<file path="config.mk">
export PLATFORM = sky130hd
export DESIGN_NAME = mtg_gateway
export DESIGN_NICKNAME = d
export VERILOG_FILES = /design/src/mtg_gateway.v
export VERILOG_INCLUDE_DIRS = /design/src
export SDC_FILE = /design/constraint.sdc
export NUM_CORES = 1
export LEC_CHECK = 0
export ABC_AREA = 1
export BUFFER_PORTS_ARGS = -buffer_cell sky130_fd_sc_hd__buf_4
export CAP_MARGIN = 10
export CORE_AREA = 2 2 172 132
export DETAILED_ROUTE_END_ITERATION = 8
export DIE_AREA = 0 0 174 134
export GPL_ROUTABILITY_DRIVEN = 0
export PLACE_DENSITY_LB_ADDON = 0.05
export SYNTH_ARGS = -nofsm -noshare
export SYNTH_HDL_FRONTEND = slang
export SYNTH_SLANG_ARGS = --single-unit
</file>
<file path="constraint.sdc">
create_clock -name ref_clk_i -period 2.5 [get_ports ref_clk_i]
set_input_delay 0.625 -clock ref_clk_i [delete_from_list [all_inputs] [get_ports ref_clk_i]]
set_output_delay 0.625 -clock ref_clk_i [all_outputs]
set_load 0.01 [all_outputs]
</file>
<file path="src/mtg_gateway_defs.vh">
// Constants for the Modbus/TCP to RTU gateway core.
// Assumes inclusion by mtg_gateway.v only.
`ifndef MTG_GATEWAY_DEFS_VH
`define MTG_GATEWAY_DEFS_VH

// ----------------------------------------------------------------
// Register byte addresses
// ----------------------------------------------------------------
`define MTG_ADDR_CMD 8'h00
`define MTG_ADDR_WAIT 8'h04
`define MTG_ADDR_RETRY 8'h08
`define MTG_ADDR_NATIVE 8'h0c
`define MTG_ADDR_STATUS 8'h10
`define MTG_ADDR_IRQ_STAT 8'h14
`define MTG_ADDR_IRQ_MASK 8'h18

// ----------------------------------------------------------------
// Command selectors and fields
// ----------------------------------------------------------------
`define MTG_SEL_WAIT 8'h01
`define MTG_SEL_RETRY 8'h02
`define MTG_SEL_GATEWAY 8'h0c
`define MTG_CMD_SEL_HI 15
`define MTG_CMD_SEL_LO 8
`define MTG_PORT_MIN 2'h1
`define MTG_PORT_MAX 2'h3

// ----------------------------------------------------------------
// Reset values
// ----------------------------------------------------------------
`define MTG_WAIT_RST 8'h55
`define MTG_RETRY_RST 8'haa
`define MTG_NATIVE_RST 8'h01

// ----------------------------------------------------------------
// Exception encoding
// ----------------------------------------------------------------
`define MTG_EXC_BIT 7
`define MTG_EXC_NO_RESPONSE 8'h0b
`define MTG_EXC_BUSY 8'h06

// ----------------------------------------------------------------
// Interrupt status bits
// ----------------------------------------------------------------
`define MTG_IRQ_DONE 0
`define MTG_IRQ_FAIL 1
`define MTG_IRQ_BUSY 2
`define MTG_IRQ_W 3

// ----------------------------------------------------------------
// Timing
// ----------------------------------------------------------------
`define MTG_WAIT_STATE_MS 150
`define MTG_CLK_KHZ 10000
`define MTG_WAIT_STATE_CYC (`MTG_WAIT_STATE_MS * `MTG_CLK_KHZ)

`endif

</file>
<file path="src/mtg_gateway.v">
// Modbus/TCP to Modbus RTU gateway core: routing, retries, time-outs.
// Assumes all inputs come from logic on ref_clk_i (TCP stack, UARTs,
// program sequencer), so none is synchronised here.
//
// The plain strobed port and the register addresses were left to the implementer.
`timescale 1ns/1ps
`include "mtg_gateway_defs.vh"

module mtg_gateway #(
  parameter CONN_W = 2,
  parameter WAIT_CYC = `MTG_WAIT_STATE_CYC
)
(
  input wire ref_clk_i,
  input wire resetn_i,
  input wire [7:0] addr_i,
  input wire [31:0] wdata_i,
  input wire wr_i,
  input wire rd_i,
  output reg [31:0] rdata_o,
  output reg irq_o,
  input wire scan_i,
  input wire req_valid_i,
  input wire [7:0] req_id_i,
  input wire [7:0] req_func_i,
  input wire [CONN_W-1:0] req_conn_i,
  output reg local_valid_o,
  output reg [7:0] local_func_o,
  output reg [CONN_W-1:0] local_conn_o,
  output reg tx_valid_o,
  output reg [1:0] tx_port_o,
  output reg [7:0] tx_id_o,
  output reg [7:0] tx_func_o,
  input wire rx_valid_i,
  input wire [1:0] rx_port_i,
  input wire [7:0] rx_func_i,
  output reg rsp_valid_o,
  output reg rsp_exc_o,
  output reg [7:0] rsp_id_o,
  output reg [7:0] rsp_func_o,
  output reg [7:0] rsp_code_o,
  output reg [CONN_W-1:0] rsp_conn_o,
  output reg busy_valid_o,
  output reg [7:0] busy_id_o,
  output reg [7:0] busy_func_o,
  output reg [CONN_W-1:0] busy_conn_o,
  input wire mst_req_i,
  input wire mst_done_i,
  output reg mst_grant_o
);

  localparam CONNS = 1 << CONN_W;
  localparam [1:0] ST_IDLE = 2'h0;
  localparam [1:0] ST_SEND = 2'h1;
  localparam [1:0] ST_WAIT = 2'h2;
  localparam [1:0] ST_MST = 2'h3;
  localparam [23:0] WAIT_UNIT = WAIT_CYC[23:0];

  // ----------------------------------------------------------------
  // Helpers
  // ----------------------------------------------------------------
  // Two-bit per-port field of a wait or retry byte
  function [1:0] port_field;
    input [7:0] cfg;
    input [1:0] port;
    begin
      case (port)
        2'h1: port_field = cfg[1:0];
        2'h2: port_field = cfg[3:2];
        2'h3: port_field = cfg[5:4];
        default: port_field = cfg[7:6];
      endcase
    end
  endfunction

  // Time-out length for a number of wait states, never below one cycle
  function [23:0] wait_len;
    input [1:0] states;
    reg [25:0] prod;
    begin
      prod = {24'h000000, states} * {2'h0, WAIT_UNIT};
      if (states == 2'h0)
        wait_len = 24'h000001;
      else
        wait_len = prod[23:0];
    end
  endfunction

  // Exception answer: function code with its top bit set
  function [7:0] exc_func;
    input [7:0] func;
    begin
      exc_func = func | (8'h01 << `MTG_EXC_BIT);
    end
  endfunction

  // ----------------------------------------------------------------
  // State
  // ----------------------------------------------------------------
  reg gw_en;
  reg [1:0] gw_port;
  reg [7:0] wait_cfg;
  reg [7:0] retry_cfg;
  reg [7:0] native_id;
  reg [`MTG_IRQ_W-1:0] irq_stat;
  reg [`MTG_IRQ_W-1:0] irq_mask;
  reg [1:0] state;
  reg [1:0] tries;
  reg [23:0] timer;
  reg [7:0] cur_id;
  reg [7:0] cur_func;
  reg [CONN_W-1:0] cur_conn;
  reg [CONNS-1:0] conn_used;

  wire [7:0] cmd_sel = wdata_i[`MTG_CMD_SEL_HI:`MTG_CMD_SEL_LO];
  wire [7:0] cmd_val = wdata_i[7:0];
  wire is_native = req_id_i == native_id;
  wire fwd_req = req_valid_i && !is_native && gw_en;
  wire take_req = fwd_req && state == ST_IDLE && !conn_used[req_conn_i];
  // Replies on another port or outside the wait are ignored
  wire rx_hit = state == ST_WAIT && rx_valid_i && rx_port_i == gw_port;
  wire expired = state == ST_WAIT && !rx_hit && timer == 24'h000001;
  wire fail = expired && tries == 2'h0;
  wire [`MTG_IRQ_W-1:0] irq_set = {fwd_req && !take_req, fail, rx_hit};
  // Status word: retries left, state, current ID and function
  wire [31:0] status_word = {10'h000, tries, 2'h0, state, cur_id, cur_func};

  // ----------------------------------------------------------------
  // Register writes and configuration commands
  // ----------------------------------------------------------------
  always @(posedge ref_clk_i)
  begin
    if (!resetn_i)
    begin
      gw_en <= 1'b0;
      gw_port <= `MTG_PORT_MIN;
      wait_cfg <= `MTG_WAIT_RST;
      retry_cfg <= `MTG_RETRY_RST;
      native_id <= `MTG_NATIVE_RST;
      irq_mask <= {`MTG_IRQ_W{1'b0}};
    end
    else if (wr_i)
    begin
      if (addr_i == `MTG_ADDR_CMD)
      begin
        if (cmd_sel == `MTG_SEL_GATEWAY && cmd_val[7:2] == 6'h00 &&
            cmd_val[1:0] >= `MTG_PORT_MIN)
        begin
          gw_en <= 1'b1;
          gw_port <= cmd_val[1:0];
        end
        else if (cmd_sel == `MTG_SEL_WAIT)
          wait_cfg <= cmd_val;
        else if (cmd_sel == `MTG_SEL_RETRY)
          retry_cfg <= cmd_val;
      end
      else if (addr_i == `MTG_ADDR_WAIT)
        wait_cfg <= cmd_val;
      else if (addr_i == `MTG_ADDR_RETRY)
        retry_cfg <= cmd_val;
      else if (addr_i == `MTG_ADDR_NATIVE)
        native_id <= cmd_val;
      else if (addr_i == `MTG_ADDR_IRQ_MASK)
        irq_mask <= wdata_i[`MTG_IRQ_W-1:0];
    end
  end

  // ----------------------------------------------------------------
  // Interrupt status, set wins over write-one-to-clear
  // ----------------------------------------------------------------
  always @(posedge ref_clk_i)
  begin
    if (!resetn_i)
    begin
      irq_stat <= {`MTG_IRQ_W{1'b0}};
      irq_o <= 1'b0;
    end
    else
    begin
      if (wr_i && addr_i == `MTG_ADDR_IRQ_STAT)
        irq_stat <= (irq_stat & ~wdata_i[`MTG_IRQ_W-1:0]) | irq_set;
      else
        irq_stat <= irq_stat | irq_set;
      // Level output lags the status by one cycle
      irq_o <= |(irq_stat & irq_mask);
    end
  end

  // ----------------------------------------------------------------
  // Register reads, data in the cycle after the strobe
  // ----------------------------------------------------------------
  always @(posedge ref_clk_i)
  begin
    if (!resetn_i)
      rdata_o <= 32'h00000000;
    else if (rd_i)
    begin
      if (addr_i == `MTG_ADDR_CMD)
        rdata_o <= {29'h00000000, gw_en, gw_port};
      else if (addr_i == `MTG_ADDR_WAIT)
        rdata_o <= {24'h000000, wait_cfg};
      else if (addr_i == `MTG_ADDR_RETRY)
        rdata_o <= {24'h000000, retry_cfg};
      else if (addr_i == `MTG_ADDR_NATIVE)
        rdata_o <= {24'h000000, native_id};
      else if (addr_i == `MTG_ADDR_STATUS)
        rdata_o <= status_word;
      else if (addr_i == `MTG_ADDR_IRQ_STAT)
        rdata_o <= {29'h00000000, irq_stat};
      else if (addr_i == `MTG_ADDR_IRQ_MASK)
        rdata_o <= {29'h00000000, irq_mask};
      else
        rdata_o <= 32'h00000000;
    end
    else
      rdata_o <= 32'h00000000;
  end

  // ----------------------------------------------------------------
  // Per-scan translation budget
  // ----------------------------------------------------------------
  always @(posedge ref_clk_i)
  begin
    if (!resetn_i)
      conn_used <= {CONNS{1'b0}};
    // An accept in the scan cycle keeps its budget bit
    else if (scan_i)
      conn_used <= take_req ? ({{(CONNS-1){1'b0}}, 1'b1} << req_conn_i) :
        {CONNS{1'b0}};
    else if (take_req)
      conn_used[req_conn_i] <= 1'b1;
  end

  // ----------------------------------------------------------------
  // Local answers and busy rejects
  // ----------------------------------------------------------------
  always @(posedge ref_clk_i)
  begin
    if (!resetn_i)
    begin
      local_valid_o <= 1'b0;
      local_func_o <= 8'h00;
      local_conn_o <= {CONN_W{1'b0}};
      busy_valid_o <= 1'b0;
      busy_id_o <= 8'h00;
      busy_func_o <= 8'h00;
      busy_conn_o <= {CONN_W{1'b0}};
    end
    else
    begin
      local_valid_o <= req_valid_i && is_native;
      local_func_o <= req_func_i;
      local_conn_o <= req_conn_i;
      busy_valid_o <= fwd_req && !take_req;
      busy_id_o <= req_id_i;
      busy_func_o <= exc_func(req_func_i);
      busy_conn_o <= req_conn_i;
    end
  end

  // ----------------------------------------------------------------
  // Serial port sequencer
  // ----------------------------------------------------------------
  always @(posedge ref_clk_i)
  begin
    if (!resetn_i)
    begin
      state <= ST_IDLE;
      tries <= 2'h0;
      timer <= 24'h000000;
      cur_id <= 8'h00;
      cur_func <= 8'h00;
      cur_conn <= {CONN_W{1'b0}};
      tx_valid_o <= 1'b0;
      tx_port_o <= `MTG_PORT_MIN;
      tx_id_o <= 8'h00;
      tx_func_o <= 8'h00;
      rsp_valid_o <= 1'b0;
      rsp_exc_o <= 1'b0;
      rsp_id_o <= 8'h00;
      rsp_func_o <= 8'h00;
      rsp_code_o <= 8'h00;
      rsp_conn_o <= {CONN_W{1'b0}};
      mst_grant_o <= 1'b0;
    end
    else
    begin
      tx_valid_o <= 1'b0;
      rsp_valid_o <= 1'b0;
      mst_grant_o <= 1'b0;
      case (state)
        ST_IDLE:
        begin
          if (take_req)
          begin
            cur_id <= req_id_i;
            cur_func <= req_func_i;
            cur_conn <= req_conn_i;
            tries <= port_field(retry_cfg, gw_port);
            state <= ST_SEND;
          end
          else if (mst_req_i)
          begin
            mst_grant_o <= 1'b1;
            state <= ST_MST;
          end
        end
        ST_SEND:
        begin
          tx_valid_o <= 1'b1;
          tx_port_o <= gw_port;
          tx_id_o <= cur_id;
          tx_func_o <= cur_func;
          timer <= wait_len(port_field(wait_cfg, gw_port));
          state <= ST_WAIT;
        end
        ST_WAIT:
        begin
          // A reply in the expiry cycle still wins
          if (rx_hit)
          begin
            rsp_valid_o <= 1'b1;
            rsp_exc_o <= 1'b0;
            rsp_id_o <= cur_id;
            rsp_func_o <= rx_func_i;
            rsp_code_o <= 8'h00;
            rsp_conn_o <= cur_conn;
            state <= ST_IDLE;
          end
          else if (fail)
          begin
            rsp_valid_o <= 1'b1;
            rsp_exc_o <= 1'b1;
            rsp_id_o <= cur_id;
            rsp_func_o <= exc_func(cur_func);
            rsp_code_o <= `MTG_EXC_NO_RESPONSE;
            rsp_conn_o <= cur_conn;
            state <= ST_IDLE;
          end
          else if (expired)
          begin
            tries <= tries - 2'h1;
            state <= ST_SEND;
          end
          else
            timer <= timer - 24'h000001;
        end
        default:
        begin
          // Own master transaction holds the port until it reports done
          if (mst_done_i)
            state <= ST_IDLE;
        end
      endcase
    end
  end

endmodule

</file>
Word-level counts from Yosys, hierarchy flattened --
Cells that the tools add are included.
Word-level totals: register bits after elaboration 192, input port bits 77, output and inout port bits 111, word-level logic and storage cells 195
Cells by class: $add $sub $neg 2, multiply operators 1, magnitude comparators 3, equality and inequality tests 29, shift-type cells 1, muxes and demuxes 61, bitwise logic cells 13, reductions and logical operators 48
Operator list (number):
- $mux W8 | 20
- $mux W24 | 3
- $pmux W24 S2 | 1
- $mux W2 | 14
- $eq A24 B1 Y1 const B | 1
- $eq A8 B4 Y1 const B | 3
- $eq A8 B5 Y1 const B | 3
- $sub A24 B1 Y24 const B | 1
- $mux W23 | 1
- $mux W22 | 1
- $mul A2 B16 Y18 const B | 1
- $pmux W2 S3 | 3
- $ne A2 B2 Y1 const B | 8
- $logic_and A1 B1 Y1 | 15
- $mux W3 | 4
- $mux W4 | 3
- $reduce_and A6 Y1 | 2
- $reduce_bool A2 Y1 | 6
- $reduce_and A5 Y1 | 2
- $reduce_or A3 Y1 | 3
- $eq A8 B1 Y1 const B | 1
- $eq A8 B2 Y1 const B | 1
- $eq A8 B3 Y1 const B | 1
- $eq A8 B8 Y1 | 1
- 29 further kinds | 59

Longest topological paths before layout --
Gate-level depths: netlist (run 1).
depth after elaboration 10, gate-level depth with buffers 13, gate-level depth less buffers 12

Worst setup path before layout (run 1) --
No wires, ideal clock.
path type flip-flop to flip-flop, start reg state[0], end reg timer[17], library setup time 0.123 ns, arrival time 1.683 ns, data required time 2.377 ns, setup slack 0.694 ns, cell stages (with the launch flop) 11, path buffers 2, clock period less this slack 1.806 ns, cell sequence dfxtp_1 > inv_1 > ha_1 > buf_2 > inv_1 > buf_2 > nand2_1 > nand2_4 > clkinv_2 > a21oi_1 > a21oi_1
Between the ends: word-level cells in the longest chain between the ends 9, elaborated cells between the ends (all ways) 14, classes of those cells eq/ne (5); mux (1); reduce/logical (8)
Ends and longest elaborated chain:
- start, declared | RTL line mtg_gateway.v:107 | reg [1:0] state;
- start signal, assigned | RTL line mtg_gateway.v:268 | state <= ST_IDLE;
- start signal, assigned | RTL line mtg_gateway.v:300 | state <= ST_SEND;
- start signal, assigned | RTL line mtg_gateway.v:305 | state <= ST_MST;
- $eq A2 B2 Y1 | RTL line mtg_gateway.v:121, mtg_gateway.v:122, mtg_gateway.v:291
- $logic_and A1 B1 Y1 (2 in a row) | RTL line mtg_gateway.v:121 | wire rx_hit = state == ST_WAIT && rx_valid_i && rx_port_i == gw_port;
- $logic_not A1 Y1 | RTL line mtg_gateway.v:122 | wire expired = state == ST_WAIT && !rx_hit && timer == 24'h000001;
- $logic_and A1 B1 Y1 (2 in a row) | RTL line mtg_gateway.v:122
- $logic_and A1 B1 Y1 | RTL line mtg_gateway.v:123 | wire fail = expired && tries == 2'h0;
- $ne A2 B2 Y1 (no source line)
- $reduce_and A4 Y1 (no source line)
- end signal, assigned | RTL line mtg_gateway.v:314 | timer <= wait_len(port_field(wait_cfg, gw_port));
- end signal, assigned | RTL line mtg_gateway.v:346 | timer <= timer - 24'h000001;
- end, declared | RTL line mtg_gateway.v:109 | reg [23:0] timer;
Several ways; a longest one is shown, not always the timed one. A chain may end at the register's enable or synchronous reset.

Final worst setup path (run 1) --
start reg state[0], end reg timer[16]
Same word-level chain as after synthesis.

==> results of run 1 <==
## synthesized netlist by cell type (2+ instances only)
cell type	instances
o211ai_1	5
buf_4	31
nor3_2	2
nor2_4	6
xor2_1	4
a31oi_1	11
nand3_2	3
xnor2_1	3
nand4_1	3
ha_1	12
inv_2	5
buf_2	10
or2_2	3
buf_1	2
inv_1	118
nor2_2	2
o211a_1	5
nor2_1	99
o31ai_1	2
nand3_4	2
o21ai_0	114
o21ai_1	2
buf_6	6
nor4_1	2
dfxtp_1	165
o2111ai_1	2
a21oi_1	114
a21oi_2	2
nor3_1	9
clkbuf_1	18
nand3_1	47
nand2_1	182
nand2_4	2
## per-stage QoR
| stage | area, µm² | worst slack, ns |
|---|---|---|
| after CTS | 9360 | 0.342 |
| after global routing | 9360 | 0.179 |
| final | 9360 | 0.353 |
| after detailed placement | 8780 | 0.289 |
| after global placement | 8780 | 0.315 |
| after floorplan | 7530 | 0.694 |
## power by group
| group | leakage (µW) | switching, µW | internal, µW |
|---|---|---|---|
| registers | 0.00134 | 271 | 2970 |
| logic | 0.00266 | 1890 | 1040 |
| clock network | 0.000287 | 1270 | 1360 |
| total | 0.00429 | 3430 | 5370 |
## layer usage
layer	track usage, %	up-vias
li1	-	3516
met4	5.28	0
met5	0	-
met1	30.2	3033
met2	27.4	193
met3	4.37	6
## worst max-delay path: cells and delay by family, from the launching register on
kind	cells	cell delay, ns
flops	1	0.36
simple gates	4	0.55
buf+inv	2	0.24
compound gates	3	0.56
fa+ha+maj	1	0.28
## cell type report
| type | instances | area share (%) |
|---|---|---|
| multi-input combinational | 666 | 35.4 |
| sequential | 165 | 35.3 |
| timing repair buffer | 174 | 13.9 |
| inverter | 127 | 5.18 |
| clock buffer | 18 | 4.69 |
| tap | 294 | 3.93 |
| clock inverter | 14 | 1.59 |
## logic make-up after synthesis
group | Yosys count | share of synthesized area, %
compound gates | 261 | 18.6
xor+xnor | 7 | 0.821
fa+ha+maj | 12 | 2.01
buf+inv | 194 | 12.2
flops | 165 | 44.2
other cells | 1 | 0.0502
simple gates | 369 | 22.1
## how the worst max path moves through the flow
stage             startpoint         to  slack, ns
5_1_grt             state[0]   timer[7]       0.18
2_1_floorplan       state[0]  timer[17]       0.69
4_1_cts             state[0]  timer[16]       0.34
6_report            state[0]  timer[16]       0.35
3_5_place_dp   req_conn_i[1]  cur_id[5]       0.29
3_3_place_gp    rx_port_i[0]  timer[21]       0.32
==> impl_metrics.py, run 1 <==
metrics = {
    "outcome": {
        "status": "completed",
    },
    "route": {
        "dr.max_layer_used": "met4",
        "met1_length_um": 12200,
        "wirelength_um": 22900,
        "final_antenna_net_count": 0,
        "first_pass_iters": 5,
        "dr_wl_met2_um": 9260,
        "drtIter0Drc": 465,
        "wl_per_cell_um": 15.7,
        "via_count": 6748,
        "via_per_inst": 4.63,
        "met3_wirelength_um": 1280,
        "drcViolationCount": 0,
    },
    "finish": {
        "drive_gt1_share_pct": 20.6,
        "final_cell_mix": "nand2_1, buf_4, dfxtp_1",
        "insertedDiodeCount": 0,
        "n_fill_cell": 2302,
        "regMostFlops": "timer",
        "largest_reg_flops": 24,
        "area_growth_pct": 25.4,
        "instances_no_fill": 1458,
        "multiInputGateArea_um2": 3310,
        "final_common_cell": "nand2_1",
        "seqCellArea_um2": 3300,
        "reg.largest.list": "timer x24, rdata_o x20",
        "nets": 1240,
        "postLayoutCoreUtil_pct": 43.3,
    },
    "logic_synthesis": {
        "synth_edf_count": 0,
        "avgSynthCellArea_um2": 7.40,
        "synth_ff_type": "dfxtp_1",
        "synth.yosys.seq_area_share_pct": 44.2,
        "synthCells": 1009,
        "ys_ff_latch": 165,
        "synth_cell_type_count": 49,
        "yosys_warnings": 0,
        "async_reset_ff_share_pct": 0,
        "synth_area_leaders": "dfxtp_1, nand2_1, a21oi_1",
        "synth_largest_area_cell": "dfxtp_1",
        "synth_area_um2": 7470,
        "yosysTopAreaCellShare_pct": 44.2,
    },
    "worst_setup_path": {
        "path_max_fanout": 15,
        "worstPathRequired_ns": 2.80,
        "startpoint_type": "flip-flop",
        "crit_type": "reg2reg",
        "rr_endpoint": "timer[16]",
        "rr_worst_depth": 10,
        "critPathMaxStageDelay_ns": 0.36,
        "arrival_ns": 2.45,
        "r2r-start": "state[0]",
        "rrSetupSlack_ns": 0.35,
        "end_kind": "flip-flop",
        "worstPathCellList": "inv_1 -> ha_1 -> nand3_1 -> nor2_4 -> nor2_4 -> o21ai_2 -> nand2_4 -> clkinv_2 -> a21oi_2 -> a21oi_1",
        "crit_path_frequent_cell": "nor2_4",
        "slowest_stage": "dfxtp_1",
    },
    "global_route": {
        "grt_max_degree": 50,
        "grt_pass1_wl_um": 35100,
        "grt-ovfl-total": 0,
        "antenna_found_initial": 0,
        "track_usage_pct": 19.7,
        "grt_pass1_vias": 6180,
    },
    "timing": {
        "fin_crit_ns": 2.15,
        "finalHoldViolCount": 0,
        "clock_skew_ns": 0.0161,
        "report.final.slew_viol_count": 0,
        "rsz0062_at_grt": "no",
        "setup_violations": 0,
        "slew_headroom_pct": 62.3,
        "fmax_mhz": 466,
        "hold_ws_ns": 0.371,
        "final.setup.tns_ns": 0,
        "tightest_slew_ns": 0.564,
        "finalCritPeriodShare_pct": 85.9,
    },
    "cts": {
        "cts-resized-gates": 0,
        "hold_buffers": 0,
        "cts.sinks": 165,
        "cts_buffer_depth": 2,
        "root_buffer": "clkbuf_16",
        "numCtsBuffers": 17,
        "clk-insertion-delay-late_ns": 0.44,
        "cts-htree-levels": 4,
        "cts_tree": "built",
        "clk_pin_slew_worst_paths_ns": 0.08,
        "postCtsSetupBuffers": 0,
    },
    "pwr": {
        "power_uw": 8800,
        "powerDensity_nw_per_um2": 940,
        "total_leakage_power_uw": 0.00429,
        "vdd_drop_max_v": 0.000524,
    },
    "flow_run": {
        "max_cap_viol_count": 0,
    },
    "floorplanning": {
        "fp-row-count": 47,
        "die_w_um": 174,
        "dieHeight_um": 134,
        "dieArea_um2": 23300,
        "io_pins": 188,
        "coreArea_um2": 21600,
        "start_util_pct": 34.5,
    },
    "placed_design": {
        "dp_hpwl_um": 17000,
        "dp_cells": 1426,
        "portBuffers": 154,
    },
    "worst_hold_path": {
        "hold_depth": 3,
        "hold_end": "local_func_o[5]",
        "hold_class": "in2reg",
        "hp-start": "req_func_i[5]",
    },
}
(Power assumes the default switching activity.)
==> run 2: changes to the inputs <==
Settings changed: BUFFER_PORTS_ARGS -buffer_cell sky130_fd_sc_hd__buf_4 to -buffer_cell sky130_fd_sc_hd__buf_2.
==> run 2 against run 1 <==
- first-iteration DRC count shrank 0.65%
- wire length up 0.51%
- critical path depth is 1 lower
- largest cell class unchanged
- critical path type unchanged
- sequential share of layout area grew 1.3 points
- clock power about the same
- register-to-register slack worse by 0.07 ns
- largest power group unchanged
- worst setup slack worse by 0.070 ns
- final cell count increased by 0.41%
==> impl_metrics.py, run 2 (synthesis results as in run 1) <==
metrics = {
    "worst_hold_path": {
        "hold_depth": 3,
        "hold_class": "in2reg",
        "hp-start": "req_func_i[2]",
        "hold_end": "local_func_o[2]",
    },
    "timing": {
        "finalHoldViolCount": 0,
        "rsz0062_at_grt": "no",
        "fin_crit_ns": 2.22,
        "setup_violations": 0,
        "final.setup.tns_ns": 0,
        "fmax_mhz": 451,
        "hold_ws_ns": 0.384,
        "report.final.slew_viol_count": 0,
        "finalCritPeriodShare_pct": 88.7,
        "clock_skew_ns": 0.0133,
    },
    "floorplanning": {
        "io_pins": 188,
        "dieHeight_um": 134,
        "fp-row-count": 47,
        "start_util_pct": 34.5,
        "dieArea_um2": 23300,
        "coreArea_um2": 21600,
        "die_w_um": 174,
    },
    "placed_design": {
        "dp_hpwl_um": 17200,
        "place_area_um2": 8440,
        "portBuffers": 154,
        "dp_cells": 1432,
    },
    "worst_setup_path": {
        "end_kind": "flip-flop",
        "startpoint_type": "flip-flop",
        "rr_endpoint": "timer[6]",
        "rr_worst_depth": 9,
        "path_max_fanout": 11,
        "worstPathRequired_ns": 2.80,
        "r2r-start": "state[0]",
        "rrSetupSlack_ns": 0.28,
        "arrival_ns": 2.51,
        "crit_type": "reg2reg",
    },
    "finish": {
        "insertedDiodeCount": 0,
        "fin_area_um2": 9030,
        "n_fill_cell": 2310,
        "final_cell_mix": "nand2_1, dfxtp_1, buf_2",
        "final_common_cell": "nand2_1",
        "largest_reg_flops": 24,
        "area_growth_pct": 21.0,
        "regMostFlops": "timer",
        "drive_gt1_share_pct": 21.0,
        "instances_no_fill": 1464,
        "nets": 1246,
        "reg.largest.list": "timer x24, rdata_o x20",
    },
    "cts": {
        "clk_pin_slew_worst_paths_ns": 0.08,
        "cts.sinks": 165,
        "cts_buffer_depth": 2,
        "clk-insertion-delay-late_ns": 0.43,
        "cts_tree": "built",
        "cts-resized-gates": 0,
        "hold_buffers": 0,
        "root_buffer": "clkbuf_16",
        "numCtsBuffers": 17,
        "postCtsSetupBuffers": 0,
        "cts-htree-levels": 4,
    },
    "global_route": {
        "grt_pass1_wl_um": 35900,
        "antenna_found_initial": 0,
        "grt-ovfl-total": 0,
        "track_usage_pct": 19.9,
        "grt_max_degree": 37,
        "grt_pass1_vias": 6286,
    },
    "route": {
        "final_antenna_net_count": 0,
        "via_count": 6850,
        "via_per_inst": 4.68,
        "drtIter0Drc": 462,
        "first_pass_iters": 5,
        "drcViolationCount": 0,
        "wl_per_cell_um": 15.7,
        "wirelength_um": 23000,
    },
    "pwr": {
        "vdd_drop_max_v": 0.000299,
        "total_leakage_power_uw": 0.00426,
        "powerDensity_nw_per_um2": 964,
    },
    "flow_run": {
        "max_cap_viol_count": 0,
    },
    "outcome": {
        "status": "completed",
    },
}
==> run 2: cell count changes in the layout (fill, tap and decap cells not counted), sizes merged <==
cell,delta
buf,+6
clkinv,+1
inv,-1
==> run 2: power by group <==
group          switching [µW]  total [µW]  internal (µW)
Clock                    1270        2640           1370
Sequential                252        3220           2970
Combinational            1890        2840            952
Total                    3410        8710           5290
==> run 2: layout make-up <==
cell class / count / area (µm²) / share of cell area [%]
clock inverters: 14 / 156 / 1.73
multi-input cells: 666 / 3310 / 36.7
flip-flops and latches: 165 / 3300 / 36.6
clock buffers: 18 / 439 / 4.86
inverters: 127 / 485 / 5.37
repair buffers: 180 / 968 / 10.7
well taps: 294 / 368 / 4.07
==> run 2: how the worst max path moves through the flow <==
stage	from	end	slack, ns	cells past startpoint
2_1_floorplan	state[0]	timer[17]	0.69	10
3_3_place_gp	req_conn_i[1]	conn_used[2]	0.23	9
3_5_place_dp	req_conn_i[1]	cur_conn[0]	0.19	9
4_1_cts	state[0]	timer[19]	0.31	9
5_1_grt	state[0]	timer[16]	0.09	9
6_report	state[0]	timer[6]	0.28	9
==> run 2: worst max-delay path, cell delays in order, from the launching register on <==
cell	delay (ns)
dfxtp_1	0.34
inv_1	0.16
ha_1	0.28
inv_1	0.20
nor2_4	0.22
o21ai_2	0.11
nand2_4	0.15
clkinv_2	0.17
a21oi_1	0.33
a21oi_1	0.12
==> run 2: metrics by stage <==
| step | util [%] | worst slack (ns) | total power, µW |
|---|---|---|---|
| final | 41.7 | 0.283 | 8710 |
| after global routing | 41.7 | 0.0872 | 9330 |
| after CTS | 41.7 | 0.314 | 8780 |
| after detailed placement | 39.0 | 0.188 | 6100 |
| after global placement | 39.0 | 0.230 | 6100 |
| after floorplan | - | 0.694 | 5250 |
==> run 2: layer usage <==
layer	global-route usage (%)	wire, µm	vias to the layer above
met3	3.71	1280	15
met4	5.23	218	0
met2	27.6	9160	194
li1	-	-	3532
met1	31.0	12400	3109
met5	0	0	-
==> run 3: changes to the inputs <==
--- a/config.mk
+++ b/config.mk
@@ -15,2 +15,3 @@
 export GPL_ROUTABILITY_DRIVEN = 0
+export HOLD_SLACK_MARGIN = 0.02
 export PLACE_DENSITY_LB_ADDON = 0.05
==> constraint.sdc (replaced) <==
create_clock -name ref_clk_i -period 2.5 [get_ports ref_clk_i]
set_input_delay 0 -clock ref_clk_i [delete_from_list [all_inputs] [get_ports ref_clk_i]]
set_output_delay 0 -clock ref_clk_i [all_outputs]
set_load 0.01 [all_outputs]
==> run 3 against run 2 <==
- sequential share of layout area is 1.2 points lower
- register-to-register slack better by 0.07 ns
- power is 0.13% lower
- via count is 1.7% higher
- sequential cell count stayed put
- largest cell class unchanged
- fmax is 3.5% higher
==> impl_metrics.py, run 3 (synthesis results as in run 1) <==
metrics = {
    "cts": {
        "clk_pin_slew_worst_paths_ns": 0.07,
        "postCtsSetupBuffers": 0,
        "cts-htree-levels": 4,
        "clk-insertion-delay-late_ns": 0.43,
        "root_buffer": "clkbuf_16",
        "cts_buffer_depth": 2,
        "numCtsBuffers": 17,
        "cts_tree": "built",
        "cts.sinks": 165,
    },
    "route": {
        "first_pass_iters": 5,
        "wirelength_um": 22900,
        "wl_per_cell_um": 15.3,
        "via_per_inst": 4.66,
        "drtIter0Drc": 434,
        "final_antenna_net_count": 0,
        "via_count": 6965,
        "drcViolationCount": 0,
    },
    "timing": {
        "setup_violations": 0,
        "final.setup.tns_ns": 0,
        "finalCritPeriodShare_pct": 85.7,
        "report.final.slew_viol_count": 0,
        "clock_skew_ns": 0.0108,
        "fin_crit_ns": 2.14,
        "slew_headroom_pct": 55.7,
        "fmax_mhz": 467,
        "rsz0062_at_grt": "no",
        "finalHoldViolCount": 0,
        "tightest_slew_ns": 0.664,
    },
    "global_route": {
        "track_usage_pct": 19.7,
        "grt_pass1_vias": 6142,
        "grt_max_degree": 67,
        "grt_pass1_wl_um": 35400,
        "grt-ovfl-total": 0,
        "antenna_found_initial": 0,
    },
    "pwr": {
        "vdd_drop_max_v": 0.000466,
        "power_uw": 8700,
        "total_leakage_power_uw": 0.00438,
        "powerDensity_nw_per_um2": 930,
    },
    "placed_design": {
        "portBuffers": 154,
        "dp_hpwl_um": 16800,
        "place_area_um2": 8380,
    },
    "floorplanning": {
        "dieHeight_um": 134,
        "fp-row-count": 47,
        "io_pins": 188,
        "coreArea_um2": 21600,
        "dieArea_um2": 23300,
        "start_util_pct": 34.5,
        "die_w_um": 174,
    },
    "finish": {
        "regMostFlops": "timer",
        "nets": 1277,
        "final_common_cell": "nand2_1",
        "area_growth_pct": 25.3,
        "largest_reg_flops": 24,
        "postLayoutCoreUtil_pct": 43.2,
        "reg.largest.list": "timer x24, rdata_o x20",
        "drive_gt1_share_pct": 19.8,
        "insertedDiodeCount": 0,
        "fin_area_um2": 9350,
        "final_cell_mix": "nand2_1, dfxtp_1, buf_2",
    },
    "worst_setup_path": {
        "crit_type": "reg2reg",
        "worstPathCellList": "inv_1 -> ha_1 -> nand3_1 -> nor2_4 -> nor2_4 -> o21ai_2 -> nand2_4 -> clkinv_2 -> a21oi_1 -> a21oi_1",
        "critPathTopFamily": "simple AND/OR/NAND/NOR gates",
        "arrival_ns": 2.45,
        "end_kind": "flip-flop",
        "rrSetupSlack_ns": 0.36,
        "worst-path-buf-inv": 2,
        "worstPathRequired_ns": 2.80,
        "critPathMaxStageDelay_ns": 0.36,
        "startpoint_type": "flip-flop",
        "slowest_stage": "dfxtp_1",
        "path_max_fanout": 16,
    },
    "outcome": {
        "status": "completed",
    },
    "flow_run": {
        "max_cap_viol_count": 0,
    },
    "worst_hold_path": {
        "hold_class": "in2reg",
    },
}
-- run 3: per-stage QoR --
stage | std cells | setup WS (ns) | hold slack, ns
3_3_place_gp | 1424 | 0.376 | 0.196
5_1_grt | 1495 | 0.0859 | 0.103
4_1_cts | 1495 | 0.337 | 0.0574
2_1_floorplan | 1025 | 0.694 | 0.0277
3_5_place_dp | 1424 | 0.348 | 0.209
6_report | 1495 | 0.357 | 0.0730
-- run 3: cell type report --
cell class / instances / area, µm²
flip-flops and latches: 165 / 3300
well taps: 294 / 368
inverters: 127 / 485
fillers: 2253 / 12300
repair buffers: 211 / 1300
clock buffers: 17 / 425
clock inverters: 15 / 159
multi-input cells: 666 / 3310
-- run 3: path summary, 6_finish.rpt --
check / startpoint / endpoint / depth (start not counted)
setup / recovery: state[0] / timer[8] / 10
hold / removal: addr_i[2] / irq_mask[0] / 6
setup reg to reg: state[0] / timer[8] / 10
hold reg to reg: cur_conn[1] / cur_conn[1] / 2
-- run 3: where the power goes --
part	switching, µW	internal (µW)
combinational	1900	965
sequential	262	2970
clock	1260	1340
total	3420	5270
-- run 3: layer usage --
metal | GRT usage, % | up-vias | part of all wire [%]
li1 | - | 3590 | -
met5 | 0 | - | 0
met2 | 27.1 | 179 | 40
met4 | 5.04 | 0 | 1.1
met3 | 3.88 | 22 | 4.7
met1 | 30.7 | 3174 | 54
-- run 3: tightest hold or removal path: cells and delay by family --
family | cells | cell delay (ns)
buffers and inverters | 2 | 0.17
AO/OA/AOI/OAI | 1 | 0.06
AND/OR/NAND/NOR | 3 | 0.22
-- run 3: repair_timing --
action | in CTS | in global routing
hold buffers | 39 | 0
endpoints found under the hold margin | 80 | 0
gates resized for setup | 0 | 0
